<file path="config.mk">
export PLATFORM = sky130hd
export DESIGN_NAME = interrupt_priority_and_status
export DESIGN_NICKNAME = d
export VERILOG_FILES = /design/src/design/intc_prio_pkg.sv /design/src/design/axil_reg_slave.sv /design/src/design/prio_arbiter.sv /design/src/design/interrupt_priority_and_status.sv
export SDC_FILE = /design/constraint.sdc
export NUM_CORES = 1
export LEC_CHECK = 0
export CORE_MARGIN = 10
export CORE_UTILIZATION = 48
export CTS_BUF_LIST = sky130_fd_sc_hd__clkbuf_4
export CTS_CLUSTER_SIZE = 16
export DETAILED_ROUTE_END_ITERATION = 16
export DONT_BUFFER_PORTS = 1
export HOLD_SLACK_MARGIN = 0.05
export SYNTH_ARGS = -nofsm -noshare
export SYNTH_HDL_FRONTEND = slang
export SYNTH_HIERARCHICAL = 1
export SYNTH_SLANG_ARGS = --single-unit
export TNS_END_PERCENT = 5
</file>
<file path="constraint.sdc">
create_clock -name ref_clk -period 26.6 [get_ports ref_clk]
set_clock_uncertainty 0.2 [all_clocks]
set_input_delay 5.32 -clock ref_clk [delete_from_list [all_inputs] [get_ports ref_clk]]
set_output_delay 5.32 -clock ref_clk [all_outputs]
set_load 0.02 [all_outputs]
</file>
<file path="src/design/intc_prio_pkg.sv">
package intc_prio_pkg;
   localparam int NUM_SRC = 14;
   localparam int PRIO_W = 3;
   localparam int LEVEL_W = 4;
   localparam int VEC_W = 7;
   localparam int REG_W = 16;
   localparam int ADDR_W = 8;
   localparam int NUM_EVT = 2;
   localparam int NUM_PRIO_REGS = 6;

   // byte addresses of the register map
   localparam logic [7:0] OFF_UART_RX_SPI_TIMER_PRIORITY = 8'h00;
   localparam logic [7:0] OFF_ADC_UART_TX_PRIORITY = 8'h04;
   localparam logic [7:0] OFF_PIN_CHANGE_I2C_PRIORITY = 8'h08;
   localparam logic [7:0] OFF_CAPTURE_EXTPIN_PRIORITY = 8'h0c;
   localparam logic [7:0] OFF_EXTPIN_TWO_PRIORITY = 8'h10;
   localparam logic [7:0] OFF_UART_ERROR_PRIORITY = 8'h14;
   localparam logic [7:0] OFF_PENDING_VECTOR_STATUS = 8'h18;
   localparam logic [7:0] OFF_EVENT_STATUS = 8'h1c;
   localparam logic [7:0] OFF_EVENT_MASK = 8'h20;

   localparam logic [7:0] PRIO_REG_OFF [NUM_PRIO_REGS] = '{
      OFF_UART_RX_SPI_TIMER_PRIORITY, OFF_ADC_UART_TX_PRIORITY, OFF_PIN_CHANGE_I2C_PRIORITY,
      OFF_CAPTURE_EXTPIN_PRIORITY, OFF_EXTPIN_TWO_PRIORITY, OFF_UART_ERROR_PRIORITY};

   // source indices, ordered by rising vector code
   localparam int SRC_TIMER_THREE = 0;
   localparam int SRC_SPI_ERROR = 1;
   localparam int SRC_SPI_EVENT = 2;
   localparam int SRC_UART_RX = 3;
   localparam int SRC_UART_TX = 4;
   localparam int SRC_ADC_DONE = 5;
   localparam int SRC_I2C_SLAVE = 6;
   localparam int SRC_I2C_MASTER = 7;
   localparam int SRC_PIN_CHANGE = 8;
   localparam int SRC_EXT_PIN_ONE = 9;
   localparam int SRC_CAPTURE_SEVEN = 10;
   localparam int SRC_CAPTURE_EIGHT = 11;
   localparam int SRC_EXT_PIN_TWO = 12;
   localparam int SRC_UART_ERROR = 13;

   // which priority register and which low bit holds each source's field
   localparam int SRC_REG [NUM_SRC] = '{0, 0, 0, 0, 1, 1, 2, 2, 2, 3, 3, 3, 4, 5};
   localparam int SRC_LSB [NUM_SRC] = '{0, 4, 8, 12, 0, 4, 0, 4, 12, 0, 8, 12, 4, 4};
   // pending vector code per source (code 0 is vector 8)
   localparam logic [6:0] SRC_VEC [NUM_SRC] = '{
      7'h08, 7'h09, 7'h0a, 7'h0b, 7'h0c, 7'h0d, 7'h10, 7'h11, 7'h13, 7'h14, 7'h16, 7'h17, 7'h1d, 7'h41};

   localparam logic [2:0] PRIO_RESET = 3'h4;
   localparam logic [2:0] PRIO_DISABLED = 3'h0;
   localparam int STAT_LEVEL_LSB = 8;
   localparam int STAT_VEC_LSB = 0;
   localparam int EVT_NEW_PENDING = 0;
   localparam int EVT_CPU_ACK = 1;
   localparam logic [1:0] EVT_MASK_RESET = 2'h0;

   localparam logic [1:0] RESP_OKAY = 2'h0;
   localparam logic [1:0] RESP_SLVERR = 2'h2;
endpackage

</file>
<file path="src/design/axil_reg_slave.sv">
`timescale 1ns/10ps
module axil_reg_slave #(
   parameter int ADDR_W = 8
) (
   input wire logic ref_clk,
   input wire logic rst_n,
   input wire logic [ADDR_W-1:0] awaddr,
   input wire logic awvalid,
   output logic awready,
   input wire logic [31:0] wdata,
   input wire logic [3:0] wstrb,
   input wire logic wvalid,
   output logic wready,
   output logic [1:0] bresp,
   output logic bvalid,
   input wire logic bready,
   input wire logic [ADDR_W-1:0] araddr,
   input wire logic arvalid,
   output logic arready,
   output logic [31:0] rdata,
   output logic [1:0] rresp,
   output logic rvalid,
   input wire logic rready,
   output logic wrFire,
   output logic [ADDR_W-1:0] wrAddr,
   output logic [31:0] wrData,
   output logic [3:0] wrStrb,
   input wire logic wrHit,
   output logic [ADDR_W-1:0] rdAddr,
   input wire logic [31:0] rdData,
   input wire logic rdHit
);
   typedef struct packed {
      logic awHeld;
      logic wHeld;
      logic [ADDR_W-1:0] addr;
      logic [31:0] data;
      logic [3:0] strb;
      logic bValid;
      logic [1:0] bResp;
      logic rValid;
      logic [31:0] rData;
      logic [1:0] rResp;
   } state_s;

   state_s st_q;
   state_s st_d;

   // no new address or data while a response waits, so one write is in flight
   assign awready = !st_q.awHeld && !st_q.bValid;
   assign wready = !st_q.wHeld && !st_q.bValid;
   assign arready = !st_q.rValid;
   assign wrFire = st_q.awHeld && st_q.wHeld && !st_q.bValid;
   assign wrAddr = st_q.addr;
   assign wrData = st_q.data;
   assign wrStrb = st_q.strb;
   assign rdAddr = araddr;
   assign bvalid = st_q.bValid;
   assign bresp = st_q.bResp;
   assign rvalid = st_q.rValid;
   assign rdata = st_q.rData;
   assign rresp = st_q.rResp;

   always_comb begin
      st_d = st_q;
      if (awvalid && awready) begin
         st_d.awHeld = 1'b1;
         st_d.addr = awaddr;
      end
      if (wvalid && wready) begin
         st_d.wHeld = 1'b1;
         st_d.data = wdata;
         st_d.strb = wstrb;
      end
      if (wrFire) begin
         st_d.awHeld = 1'b0;
         st_d.wHeld = 1'b0;
         st_d.bValid = 1'b1;
         st_d.bResp = wrHit ? intc_prio_pkg::RESP_OKAY : intc_prio_pkg::RESP_SLVERR;
      end
      if (st_q.bValid && bready) begin
         st_d.bValid = 1'b0;
      end
      if (arvalid && arready) begin
         st_d.rValid = 1'b1;
         st_d.rData = rdHit ? rdData : 32'h0;
         st_d.rResp = rdHit ? intc_prio_pkg::RESP_OKAY : intc_prio_pkg::RESP_SLVERR;
      end else if (st_q.rValid && rready) begin
         st_d.rValid = 1'b0;
      end
   end

   always_ff @(posedge ref_clk) begin
      if (!rst_n) begin
         st_q <= '0;
      end else begin
         st_q <= st_d;
      end
   end
endmodule

</file>
<file path="src/design/prio_arbiter.sv">
`timescale 1ns/10ps
module prio_arbiter #(
   parameter int NUM_SRC = 14
) (
   input wire logic [NUM_SRC-1:0] srcReq,
   input wire logic [NUM_SRC-1:0][2:0] srcPrio,
   input wire logic [3:0] cpuLevel,
   output logic found,
   output logic [2:0] winPrio,
   output logic [6:0] winVec
);
   typedef struct packed {
      logic found;
      logic [2:0] prio;
      logic [6:0] vec;
   } win_s;

   win_s win;

   assign found = win.found;
   assign winPrio = win.prio;
   assign winVec = win.vec;

   // sources are scanned by rising vector code; only a strictly higher level
   // replaces the holder, so a tie keeps the lower vector
   always_comb begin
      win = '0;
      for (int i = 0; i < NUM_SRC; i++) begin
         if (srcReq[i] && srcPrio[i] != intc_prio_pkg::PRIO_DISABLED &&
             {1'b0, srcPrio[i]} > cpuLevel && (!win.found || srcPrio[i] > win.prio)) begin
            win.found = 1'b1;
            win.prio = srcPrio[i];
            win.vec = intc_prio_pkg::SRC_VEC[i];
         end
      end
   end
endmodule

</file>
<file path="src/design/interrupt_priority_and_status.sv">
// What this block does
// - each source has a 3-bit read/write priority, 7 highest down to 1
// - priority code zero disables the source; it is never presented as pending
// - unimplemented bits of priority and status registers read zero, writes ignored
// - status bits 11:8 give the new cpu priority level, 0 to 7
// - status bits 6:0 give pending vector code; code 0 is vector 8
// - second register: uart rx 14:12, spi event 10:8, spi error 6:4, timer three 2:0
// - third register: adc done 6:4, uart tx 2:0, bits 15:7 unused
// - fourth register: pin change 14:12, i2c master 6:4, i2c slave 2:0
// - fifth register: capture eight 14:12, capture seven 10:8, ext pin one 2:0
// - seventh register: only ext pin two at 6:4, rest reads zero
// - sixteenth register: only uart error at 6:4, rest reads zero
// - after reset every implemented priority field holds level 4
//
// The address map and register access over AXI4-Lite were decided locally.
`timescale 1ns/10ps
module interrupt_priority_and_status #(
   parameter int NUM_SRC = intc_prio_pkg::NUM_SRC,
   parameter int ADDR_W = intc_prio_pkg::ADDR_W
) (
   input wire logic ref_clk,
   input wire logic rst_n,
   input wire logic [ADDR_W-1:0] s_axi_awaddr,
   input wire logic [2:0] s_axi_awprot,
   input wire logic s_axi_awvalid,
   output logic s_axi_awready,
   input wire logic [31:0] s_axi_wdata,
   input wire logic [3:0] s_axi_wstrb,
   input wire logic s_axi_wvalid,
   output logic s_axi_wready,
   output logic [1:0] s_axi_bresp,
   output logic s_axi_bvalid,
   input wire logic s_axi_bready,
   input wire logic [ADDR_W-1:0] s_axi_araddr,
   input wire logic [2:0] s_axi_arprot,
   input wire logic s_axi_arvalid,
   output logic s_axi_arready,
   output logic [31:0] s_axi_rdata,
   output logic [1:0] s_axi_rresp,
   output logic s_axi_rvalid,
   input wire logic s_axi_rready,
   input wire logic [NUM_SRC-1:0] srcReq,
   input wire logic [3:0] cpuLevel,
   input wire logic cpuAck,
   output logic cpuIrqReq,
   output logic [3:0] cpuNewLevel,
   output logic [6:0] cpuVectorCode,
   output logic irq
);
   typedef struct packed {
      logic [NUM_SRC-1:0][2:0] prio;
      logic pendValid;
      logic [3:0] level;
      logic [6:0] vec;
      logic [intc_prio_pkg::NUM_EVT-1:0] evt;
      logic [intc_prio_pkg::NUM_EVT-1:0] mask;
   } state_s;

   state_s st_q;
   state_s st_d;
   state_s st_reset;

   logic wrFire;
   logic [ADDR_W-1:0] wrAddr;
   logic [31:0] wrData;
   logic [3:0] wrStrb;
   logic wrHit;
   logic [ADDR_W-1:0] rdAddr;
   logic [31:0] rdData;
   logic rdHit;
   logic found;
   logic [2:0] winPrio;
   logic [6:0] winVec;
   logic [intc_prio_pkg::NUM_EVT-1:0] evtSet;
   logic [intc_prio_pkg::NUM_EVT-1:0] evtClr;
   logic [intc_prio_pkg::REG_W-1:0] prioRegView [intc_prio_pkg::NUM_PRIO_REGS];
   logic [intc_prio_pkg::REG_W-1:0] statusView;

   axil_reg_slave #(
      .ADDR_W(ADDR_W)
   ) u_bus (
      .ref_clk(ref_clk),
      .rst_n(rst_n),
      .awaddr(s_axi_awaddr),
      .awvalid(s_axi_awvalid),
      .awready(s_axi_awready),
      .wdata(s_axi_wdata),
      .wstrb(s_axi_wstrb),
      .wvalid(s_axi_wvalid),
      .wready(s_axi_wready),
      .bresp(s_axi_bresp),
      .bvalid(s_axi_bvalid),
      .bready(s_axi_bready),
      .araddr(s_axi_araddr),
      .arvalid(s_axi_arvalid),
      .arready(s_axi_arready),
      .rdata(s_axi_rdata),
      .rresp(s_axi_rresp),
      .rvalid(s_axi_rvalid),
      .rready(s_axi_rready),
      .wrFire(wrFire),
      .wrAddr(wrAddr),
      .wrData(wrData),
      .wrStrb(wrStrb),
      .wrHit(wrHit),
      .rdAddr(rdAddr),
      .rdData(rdData),
      .rdHit(rdHit)
   );

   prio_arbiter #(
      .NUM_SRC(NUM_SRC)
   ) u_arb (
      .srcReq(srcReq),
      .srcPrio(st_q.prio),
      .cpuLevel(cpuLevel),
      .found(found),
      .winPrio(winPrio),
      .winVec(winVec)
   );

   always_comb begin
      st_reset = '0;
      for (int i = 0; i < NUM_SRC; i++) begin
         st_reset.prio[i] = intc_prio_pkg::PRIO_RESET;
      end
      st_reset.mask = intc_prio_pkg::EVT_MASK_RESET;
   end

   // only mapped fields are placed, all else reads zero
   // field placement comes from the source table
   always_comb begin
      for (int r = 0; r < intc_prio_pkg::NUM_PRIO_REGS; r++) begin
         prioRegView[r] = '0;
         for (int i = 0; i < NUM_SRC; i++) begin
            if (intc_prio_pkg::SRC_REG[i] == r) begin
               prioRegView[r][intc_prio_pkg::SRC_LSB[i] +: 3] = st_q.prio[i];
            end
         end
      end
   end

   always_comb begin
      statusView = '0;
      statusView[intc_prio_pkg::STAT_LEVEL_LSB +: 4] = st_q.level;
      statusView[intc_prio_pkg::STAT_VEC_LSB +: 7] = st_q.vec;
   end

   // register read mux; the status register is read only
   always_comb begin
      rdData = 32'h0;
      rdHit = 1'b0;
      for (int r = 0; r < intc_prio_pkg::NUM_PRIO_REGS; r++) begin
         if (rdAddr == intc_prio_pkg::PRIO_REG_OFF[r]) begin
            rdData = {16'h0, prioRegView[r]};
            rdHit = 1'b1;
         end
      end
      if (rdAddr == intc_prio_pkg::OFF_PENDING_VECTOR_STATUS) begin
         rdData = {16'h0, statusView};
         rdHit = 1'b1;
      end
      if (rdAddr == intc_prio_pkg::OFF_EVENT_STATUS) begin
         rdData = {30'h0, st_q.evt};
         rdHit = 1'b1;
      end
      if (rdAddr == intc_prio_pkg::OFF_EVENT_MASK) begin
         rdData = {30'h0, st_q.mask};
         rdHit = 1'b1;
      end
   end

   // write decode; a write to the status register is taken and has no effect
   always_comb begin
      wrHit = 1'b0;
      for (int r = 0; r < intc_prio_pkg::NUM_PRIO_REGS; r++) begin
         if (wrAddr == intc_prio_pkg::PRIO_REG_OFF[r]) begin
            wrHit = 1'b1;
         end
      end
      if (wrAddr == intc_prio_pkg::OFF_PENDING_VECTOR_STATUS ||
          wrAddr == intc_prio_pkg::OFF_EVENT_STATUS ||
          wrAddr == intc_prio_pkg::OFF_EVENT_MASK) begin
         wrHit = 1'b1;
      end
   end

   // a new winner, or a change of vector or level, counts as a new pending event
   always_comb begin
      evtSet = '0;
      evtSet[intc_prio_pkg::EVT_NEW_PENDING] = found &&
         (!st_q.pendValid || winVec != st_q.vec || {1'b0, winPrio} != st_q.level);
      evtSet[intc_prio_pkg::EVT_CPU_ACK] = cpuAck && st_q.pendValid;
      evtClr = '0;
      if (wrFire && wrAddr == intc_prio_pkg::OFF_EVENT_STATUS && wrStrb[0]) begin
         evtClr = wrData[intc_prio_pkg::NUM_EVT-1:0];
      end
   end

   always_comb begin
      st_d = st_q;
      // writes outside the fields are dropped
      for (int i = 0; i < NUM_SRC; i++) begin
         if (wrFire && wrAddr == intc_prio_pkg::PRIO_REG_OFF[intc_prio_pkg::SRC_REG[i]] &&
             wrStrb[intc_prio_pkg::SRC_LSB[i] / 8]) begin
            st_d.prio[i] = wrData[intc_prio_pkg::SRC_LSB[i] +: 3];
         end
      end
      if (wrFire && wrAddr == intc_prio_pkg::OFF_EVENT_MASK && wrStrb[0]) begin
         st_d.mask = wrData[intc_prio_pkg::NUM_EVT-1:0];
      end
      // set wins over a write-one clear in the same cycle
      st_d.evt = (st_q.evt & ~evtClr) | evtSet;
      // nothing pending reads as level 0, code 0
      st_d.pendValid = found;
      st_d.level = found ? {1'b0, winPrio} : 4'h0;
      st_d.vec = found ? winVec : 7'h00;
   end

   always_ff @(posedge ref_clk) begin
      if (!rst_n) begin
         st_q <= st_reset;
      end else begin
         st_q <= st_d;
      end
   end

   // status fields are registered, so the cpu sees a one-cycle lag behind requests
   assign cpuIrqReq = st_q.pendValid;
   assign cpuNewLevel = st_q.level;
   assign cpuVectorCode = st_q.vec;
   assign irq = |(st_q.evt & st_q.mask);
endmodule

</file>
* Word-level counts from Yosys, hierarchy flattened *
Index checks and enable logic that the tools add are counted.

storage, ports and cells
  register bits after elaboration = 123
  bits of input ports = 84
  output and inout port bits = 54

cells by class
  $lt $le $gt $ge = 27
  equal/unequal tests = 18
  muxes and demuxes = 45
  bitwise operators = 5
  reductions and logical operators = 127

operators by type and width
  kind                                            count
  2-to-1 mux 32 bit                               9
  2-to-1 mux 11 bit                               14
  logical AND 1 bit                               71
  == test 8 x 5 -> 1 bit (second input constant)  8
  > comparator 3 x 4 -> 1 bit                     14
  nonzero test 3 bit                              14
  > comparator 3 bit                              13
  == test 8 x 4 -> 1 bit (second input constant)  4
  logical NOT 1 bit                               18
  2-to-1 mux 1 bit                                18
  logical OR 1 bit                                17
  == test 8 x 3 -> 1 bit (second input constant)  2
  == test 8 x 6 -> 1 bit (second input constant)  2
  logical NOT 8 bit                               2
  2-to-1 mux 15 bit                               1
  != test 7 bit                                   1
  2-to-1 mux 2 bit                                3
  OR reduction 2 bit                              3
  bitwise AND 2 bit                               2
  != test 3 x 4 -> 1 bit                          1
  NOT 2 bit                                       1
  bitwise OR 2 bit                                1
  AND reduction 2 bit                             1
  nonzero test 2 bit                              1
  NOT 1 bit                                       1

* Logic depth before layout (Yosys ltp) *
Gate-level depths: netlist (run 1).

  depth after elaboration = 61
  gate-level depth with buffers = 113
  depth with buffers taken out = 111

* By module *
The synthesis (run 1) kept the hierarchy.

by module, submodules not included
  module                         times used  cells each  area an instance (µm²)  sequential area each (µm²)
  axil_reg_slave                 1           455         3771.1                  1641.6
  prio_arbiter                   1           435         3295.7                  0.0
  interrupt_priority_and_status  1           315         2981.6                  1141.1

* Worst setup path before layout (run 1) *
Ideal clock, no wire load.

  kind = input-to-reg
  start = in cpuLevel[1]
  end = reg st_q[2] in the netlist's numbering
  data arrival time = 23.442 ns
  required time = 26.280 ns
  setup slack = 2.838 ns
  stages = 105
  path buffers = 2
  cells stage by stage = inv_1 > ha_1 > nand3_1 > and4bb_4 > o21a_4 > nand2_1 > ha_1 > nand3b_1 > a32o_1 > nor3_1 > nor2_1 > a22o_2 > inv_1 > ha_1 > o21a_1 > o21ai_0 > a21boi_1 > o21ai_1 > [69 not listed] > a31oi_1 > o21ai_1 > nand2_1 > o41ai_2 > a211oi_2 > ha_1 > inv_1 > a21o_1 > a21oi_1 > a31oi_1 > o21a_1 > clkbuf_1 > mux2_2 > a31oi_1 > xnor2_1 > nand4_1 > o31ai_1 > nand2_1

on the way
  cells in the longest elaborated chain, start to end = 60
  elaborated cells on any way between the ends = 100

RTL lines
  what                                                            RTL line                              source
  start: declaration                                              interrupt_priority_and_status.sv:43   input wire logic [3:0] cpuLevel,
  > comparator 3 x 4 -> 1 bit                                     prio_arbiter.sv:30                    {1'b0, srcPrio[i]} > cpuLevel && (!win.found || srcPrio[i] > win.prio)) begin
  logical AND 1 bit                                               prio_arbiter.sv:29                    if (srcReq[i] && srcPrio[i] != intc_prio_pkg::PRIO_DISABLED &&
  2-to-1 mux 11 bit                                               prio_arbiter.sv:29
  > comparator 3 bit / logical NOT 1 bit (equally long branches)  prio_arbiter.sv:30
  logical OR 1 bit                                                prio_arbiter.sv:30
  logical AND 1 bit                                               prio_arbiter.sv:30
  2-to-1 mux 11 bit                                               prio_arbiter.sv:29
  > comparator 3 bit / logical NOT 1 bit (equally long branches)  prio_arbiter.sv:30
  [44 not listed]                                                 -
  logical OR 1 bit                                                prio_arbiter.sv:30
  logical AND 1 bit                                               prio_arbiter.sv:30
  2-to-1 mux 11 bit *                                             prio_arbiter.sv:29
  net winVec[6]                                                   interrupt_priority_and_status.sv:73   logic [6:0] winVec;
  != test 7 bit *                                                 interrupt_priority_and_status.sv:192  (!st_q.pendValid || winVec != st_q.vec || {1'b0, winPrio} != st_q.level);
  logical OR 1 bit * (2 in series)                                interrupt_priority_and_status.sv:192
  logical AND 1 bit *                                             interrupt_priority_and_status.sv:191  evtSet[intc_prio_pkg::EVT_NEW_PENDING] = found &&
  bitwise OR 2 bit *                                              interrupt_priority_and_status.sv:213  st_d.evt = (st_q.evt & ~evtClr) | evtSet;
  end signal: assignment                                          interrupt_priority_and_status.sv:222  st_q <= st_reset;
  end signal: assignment                                          interrupt_priority_and_status.sv:224  st_q <= st_d;
  end: declaration                                                interrupt_priority_and_status.sv:59   state_s st_q;

Mark *: on every way through the listed nets, which the timed path passes. The rest lies on a longest branch.
A chain may end at the register's enable or synchronous reset.

* Worst setup path after layout (run 1) *
Ends and elaborated chain as after synthesis.

==> summary.txt, run 1 <==
Placed design
  – Gpl congestion: 0.8917
  – Placed Instance Area: 8708 sq um
  – HPWL Detailed: 18.23 mm
  – PortBufs: 0
  – Worst slack, placed: 1.263 ns

Global route
  – Busiest layer in global routing: met2
  – Initial antenna violation count: 0
  – GRT Resource Usage Total: 18.66%
  – GR Layer Usage met3: 4.640%
  – Maximum number of pins on one net before global-route repair: 142
  – Global-route congestion overflow total: 0
  – M1 GR Usage: 25.88%
  – GR Util met2: 28.47%
  – Vias in the first global route: 6,735
  – Global-route wire length before repair: 37.26 mm

Floorplan
  – Initial core utilization: between 40 and 50%
  – Die ar.: 24,930 sq um
  – Die width: about 160 um
  – # IOs: 138
  – Core area: around 19,000 sq um
  – Rows: 50
  – Die H: 157.9 um

Layout
  – Nets@finish: about 1.2k
  – Final Util: between 40 and 50%
  – Area grow syn2layout: -1.494%
  – Commonest non-fill, non-tap cell in the layout: dfxtp_1
  – Antenna diodes: 0
  – Fill cell count: about 1.9k
  – Commonest non-fill, non-tap cells in the layout: dfxtp_1 (117), nand2_1 (101), nand3_1 (91)
  – Layout cells sized above 1: 10.16%
  – Fin area: 8992 sq um

Clock network
  – Worst-case clock buffer depth: 2
  – Post-CTS setup repair buffer count: 0
  – Cts bufs inserted: 17
  – H-tree depth: 4
  – CTS tree: yes
  – Clock Sink Count: 117
  – Clock tree root buffer cell: clkbuf_4
  – Reg clk slew, reported paths: 0.11 ns
  – Clock latency on the worst-skew pair: 0.52 ns

Power and ir drop
  – Leakage: about 3.5 nW
  – Tot Pwr: 427.8 uW
  – Peak supply drop: between 0.02 and 0.03 mV
  – Switching pwr: 144.0 uW
  – Sequential power share: roughly 45%
  – Pwr dens: 47.57 nW/um^2
  – Clk network pwr share: 30.2%
  – Net Sw Frac: 33.67%
  – Int Pwr: 283.7 uW
  – Comb pwr share: between 20% and 30%

Logic synthesis
  – Mapped cell area: between 9000 and 10,000 sq um
  – Mean area per synthesized cell: 8.344 sq um
  – Syn Inst Count: 1,094
  – Yosys warns: 6

STA
  – Min Tclk post-route: 24.92 ns
  – RSZ-0062 raised after global routing: false
  – Slew headroom: 15.08%
  – Slew Limit Fails: 0
  – Worst setup margin: between 1.5 and 2 ns
  – Fin crit share: 93.67%
  – Worst-Margin Slew: around 1.3 ns
  – Final Setup Violations: 0
  – Fmax: 40.14 MHz
  – Fin. Hold Viols: 0
  – Setup_tns: 0 ns

Routing
  – Via count: roughly 7.3k
  – First DRT Iteration DRCs: 483
  – Vias per cell: slightly below 6
  – Routed WL: 23.54 mm
  – Drt first pass iters: 5
  – Drt drc: 0
  – DRT antenna net count: 0
  – Wirelength per Cell: 18.71 um

Setup path
  – Nature of the critical path startpoint: input port
  – Kind of end point of the critical path: flip-flop
  – Req. time, crit path: about 27 ns
  – Crit path largest cell delay: 0.51 ns
  – CP max stage cell: o31ai_1
  – Kind of critical path: in -> reg
  – CP most frequent cell: ha_1
  – Worst R2R Setup Slack: about 6.1 ns
  – Critical Path AT: 25.12 ns
  – Worst Path Max Fanout: 10

Run
  – Max-cap violations: 0

Min path
  – Worst min-delay path class: reg -> reg

Status
  – Status: finished clean
## layout make-up
| cell class | count | area (sq um) | area share, % |
|---|---|---|---|
| Multi-Input combinational cell | 819 | 5841 | 64.95 |
| Sequential cell | 117 | 2342 | 26.05 |
| Tap cell | 234 | 292.8 | 3.256 |
| Inverter | 49 | 183.9 | 2.045 |
| Clock inverter | 15 | 152.6 | 1.698 |
| Clock buffer | 17 | 127.6 | 1.419 |
| Timing Repair Buffer | 7 | 52.55 | 0.5844 |
## timing repair
item | CTS | global route
setup endpoints to repair | 0 | 1
hold buffers | 0 | 0
gates resized for setup | 0 | 1
## state kept, by name (all words and copies together), names as in the netlist, 2 cells and up
name and cells:
u_bus/wrAddr 8, cpuVectorCode 7, u_bus/wrData 12, u_bus/st_q 2, st_q 4, u_bus/wrStrb 2
u_bus/rdata 32, prioRegView 42, cpuNewLevel 3
## power by group through the flow
stage | clock [mW] | sequential (mW) | combinational, mW
final | 0.129 | 0.194 | 0.104
after global routing | 0.142 | 0.195 | 0.117
after CTS | 0.133 | 0.194 | 0.104
after detailed placement | 0 | 0.198 | 0.103
after global placement | 0 | 0.198 | 0.103
after floorplan | 0 | 0.189 | 0.104
## path summary, 6_finish.rpt
kind,endpoint,depth (start not counted),from
worst max-delay path,st_q[2]$_SDFF_PN0_,105,cpuLevel[1]
worst min register to register,u_bus/wrStrb[1]$_SDFFE_PN0P_,2,u_bus/wrStrb[1]$_SDFFE_PN0P_
worst min-delay path,u_bus/wrStrb[1]$_SDFFE_PN0P_,2,u_bus/wrStrb[1]$_SDFFE_PN0P_
worst max register to register,st_q[2]$_SDFF_PN0_,105,prioRegView[80]$_SDFFE_PN0P_
## routing by layer
layer  up-vias  part of all wire [%]  wire length (um)
li1       3682                     -                 -
met5         -                     0                 0
met4         0                   1.2               274
met3        19                   5.9              1384
met2       180                    45             10550
met1      3406                    48             11330
## through the flow
stage,hold slack (ns),cells
final,0.2908,1258
after global routing,0.3192,1258
after CTS,0.2857,1258
after detailed placement,0.2702,1226
after global placement,0.2585,1226
after floorplan,0.2288,1114
## critical path, delay by kind of cell
kind            cells  cell delay (ns)
buf+inv             7             0.61
fa+ha+maj          14             3.89
compound gates     55             9.89
simple gates       22             3.17
mux                 6             2.04
xor+xnor            1             0.16
(Power assumes the default switching activity.)
==> run 2: changes to the inputs <==
--- a/config.mk
+++ b/config.mk
@@ -12,6 +12,7 @@
 export DETAILED_ROUTE_END_ITERATION = 16
 export DONT_BUFFER_PORTS = 1
 export HOLD_SLACK_MARGIN = 0.05
+export PLACE_DENSITY = 0.69
 export SYNTH_ARGS = -nofsm -noshare
 export SYNTH_HDL_FRONTEND = slang
 export SYNTH_HIERARCHICAL = 1
==> run 2 against run 1 <==
  * Global-route usage decreased by 0.28 points
  * First-iteration DRC count is 22% higher
  * Setup slack worse by 0.19 ns
  * Largest cell class unchanged
  * Highest routed layer unchanged
==> summary.txt, run 2 (synthesized netlist as in run 1, its figures left out) <==
Status
  – Status: finished clean

Layout
  – Area grow syn2layout: -1.535%
  – Commonest non-fill, non-tap cells in the layout: dfxtp_1 (117), nand2_1 (101), nand3_1 (91)
  – Fin area: 8989 sq um
  – Commonest non-fill, non-tap cell in the layout: dfxtp_1
  – Largest register FFs: 42
  – Non-Filler Instances: 1,259
  – Nets@finish: 1,173
  – Final Util: roughly 48%
  – Layout cells sized above 1: ~10%

Floorplan
  – Core area: 18,710 sq um
  – Initial core utilization: 48.80%
  – Die H: approximately 160 um
  – Rows: 50
  – Die width: approximately 160 um
  – Die ar.: 24,930 sq um
  – # IOs: 138

Global route
  – Vias in the first global route: 7,009
  – Maximum number of pins on one net before global-route repair: 142
  – Global-route wire length before repair: between 30 and 40 mm
  – Global-route congestion overflow total: 0
  – Initial antenna violation count: 1
  – GRT Resource Usage Total: 18.39%

STA
  – RSZ-0062 raised after global routing: false
  – Fin crit share: 94.39%
  – Slew Limit Fails: 0
  – Final Setup Violations: 0
  – Worst-Margin Slew: between 0.9 and 1 ns
  – Min Tclk post-route: 25.11 ns
  – Setup_tns: 0 ns
  – Fin. Hold Viols: 0
  – Slew headroom: ~34%
  – Worst setup margin: 1.494 ns
  – Worst hold margin: 0.2731 ns
  – Fmax: 39.83 MHz

Routing
  – Drt first pass iters: 5
  – First DRT Iteration DRCs: 590
  – Vias per cell: between 5 and 6
  – Wirelength per Cell: 18.53 um
  – DRT antenna net count: 0
  – Routed WL: 23.32 mm
  – Drt drc: 0
  – Via count: 7,427

Clock network
  – Clock tree root buffer cell: clkbuf_4
  – Clock Sink Count: 117
  – Cts bufs inserted: 17
  – Reg clk slew, reported paths: ~0.10 ns
  – Post-CTS sizing: 0
  – H-tree depth: 4
  – Cts hold-fix bufs: 0
  – Post-CTS setup repair buffer count: 0
  – CTS tree: yes
  – Worst-case clock buffer depth: 2
  – Clock latency on the worst-skew pair: 0.50 ns

Setup path
  – Nature of the critical path startpoint: input port
  – Kind of critical path: in -> reg
  – CP max stage cell: o31ai_1
  – Worst Path Max Fanout: 9
  – Critical Path AT: between 20 and 30 ns
  – Crit path largest cell delay: 0.51 ns
  – Req. time, crit path: between 20 and 30 ns
  – CP most frequent cell: ha_1
  – Buffers & Inverters on Critical Path: 5
  – Kind of end point of the critical path: flip-flop
  – Delay-heaviest family, CP: compound AO/OA/AOI/OAI gates

Min path
  – Worst min-delay path class: reg -> reg

Power and ir drop
  – Leakage: 3.478 nW
  – Tot Pwr: 424.0 uW
  – Peak supply drop: 0.03178 mV
  – Pwr dens: 47.18 nW/um^2

Placed design
  – Placed Instance Area: between 8000 and 9000 sq um
  – Worst slack, placed: 1.284 ns
  – PortBufs: 0
  – HPWL Detailed: 18.01 mm
  – Post-Place Cells: about 1.2k
  – Gpl congestion: slightly above 0.9

Run
  – Max-cap violations: 0
-- run 2: tightest hold or removal path: cells and delay by family, from the launching register on --
family	cells	cell delay, ns
flip-flops	1	0.33
AO/OA/AOI/OAI	1	0.06
AND/OR/NAND/NOR	1	0.05
-- run 2: path summary, 6_finish.rpt --
check	start	to	slack, ns	cells after the start
max	cpuLevel[2]	st_q[2]$_SDFF_PN0_	1.49	103
min	u_bus/wrStrb[1]$_SDFFE_PN0P_	u_bus/wrStrb[1]$_SDFFE_PN0P_	0.27	2
max reg2reg	prioRegView[80]$_SDFFE_PN0P_	st_q[2]$_SDFF_PN0_	5.90	103
min reg2reg	u_bus/wrStrb[1]$_SDFFE_PN0P_	u_bus/wrStrb[1]$_SDFFE_PN0P_	0.27	2
-- run 2: report_power, final --
group          leakage [nW]  internal [mW]  switching, mW  total (mW)
combinational          2.37         0.0462         0.0583       0.105
sequential            0.950          0.181         0.0130       0.194
clock                 0.154         0.0604         0.0649       0.125
-- run 2: routing by layer --
metal  track usage (%)  part of all wire, %  vias up
li1                  -                    -     3681
met1             24.39                   44     3480
met2             29.13                   46      223
met3             4.233                  7.8       43
met4             5.165                  2.1        0
met5                 0                    0        -
-- run 2: final cells by class --
type                       count  area, sq um
sequential                   117         2342
tap                          234        292.8
clock inverter                 9        105.1
inverter                      49        183.9
timing repair buffer           8        60.06
fill                        1808         9717
clock buffer                  22        165.2
antenna                        1        2.502
multi-input combinational    819         5837
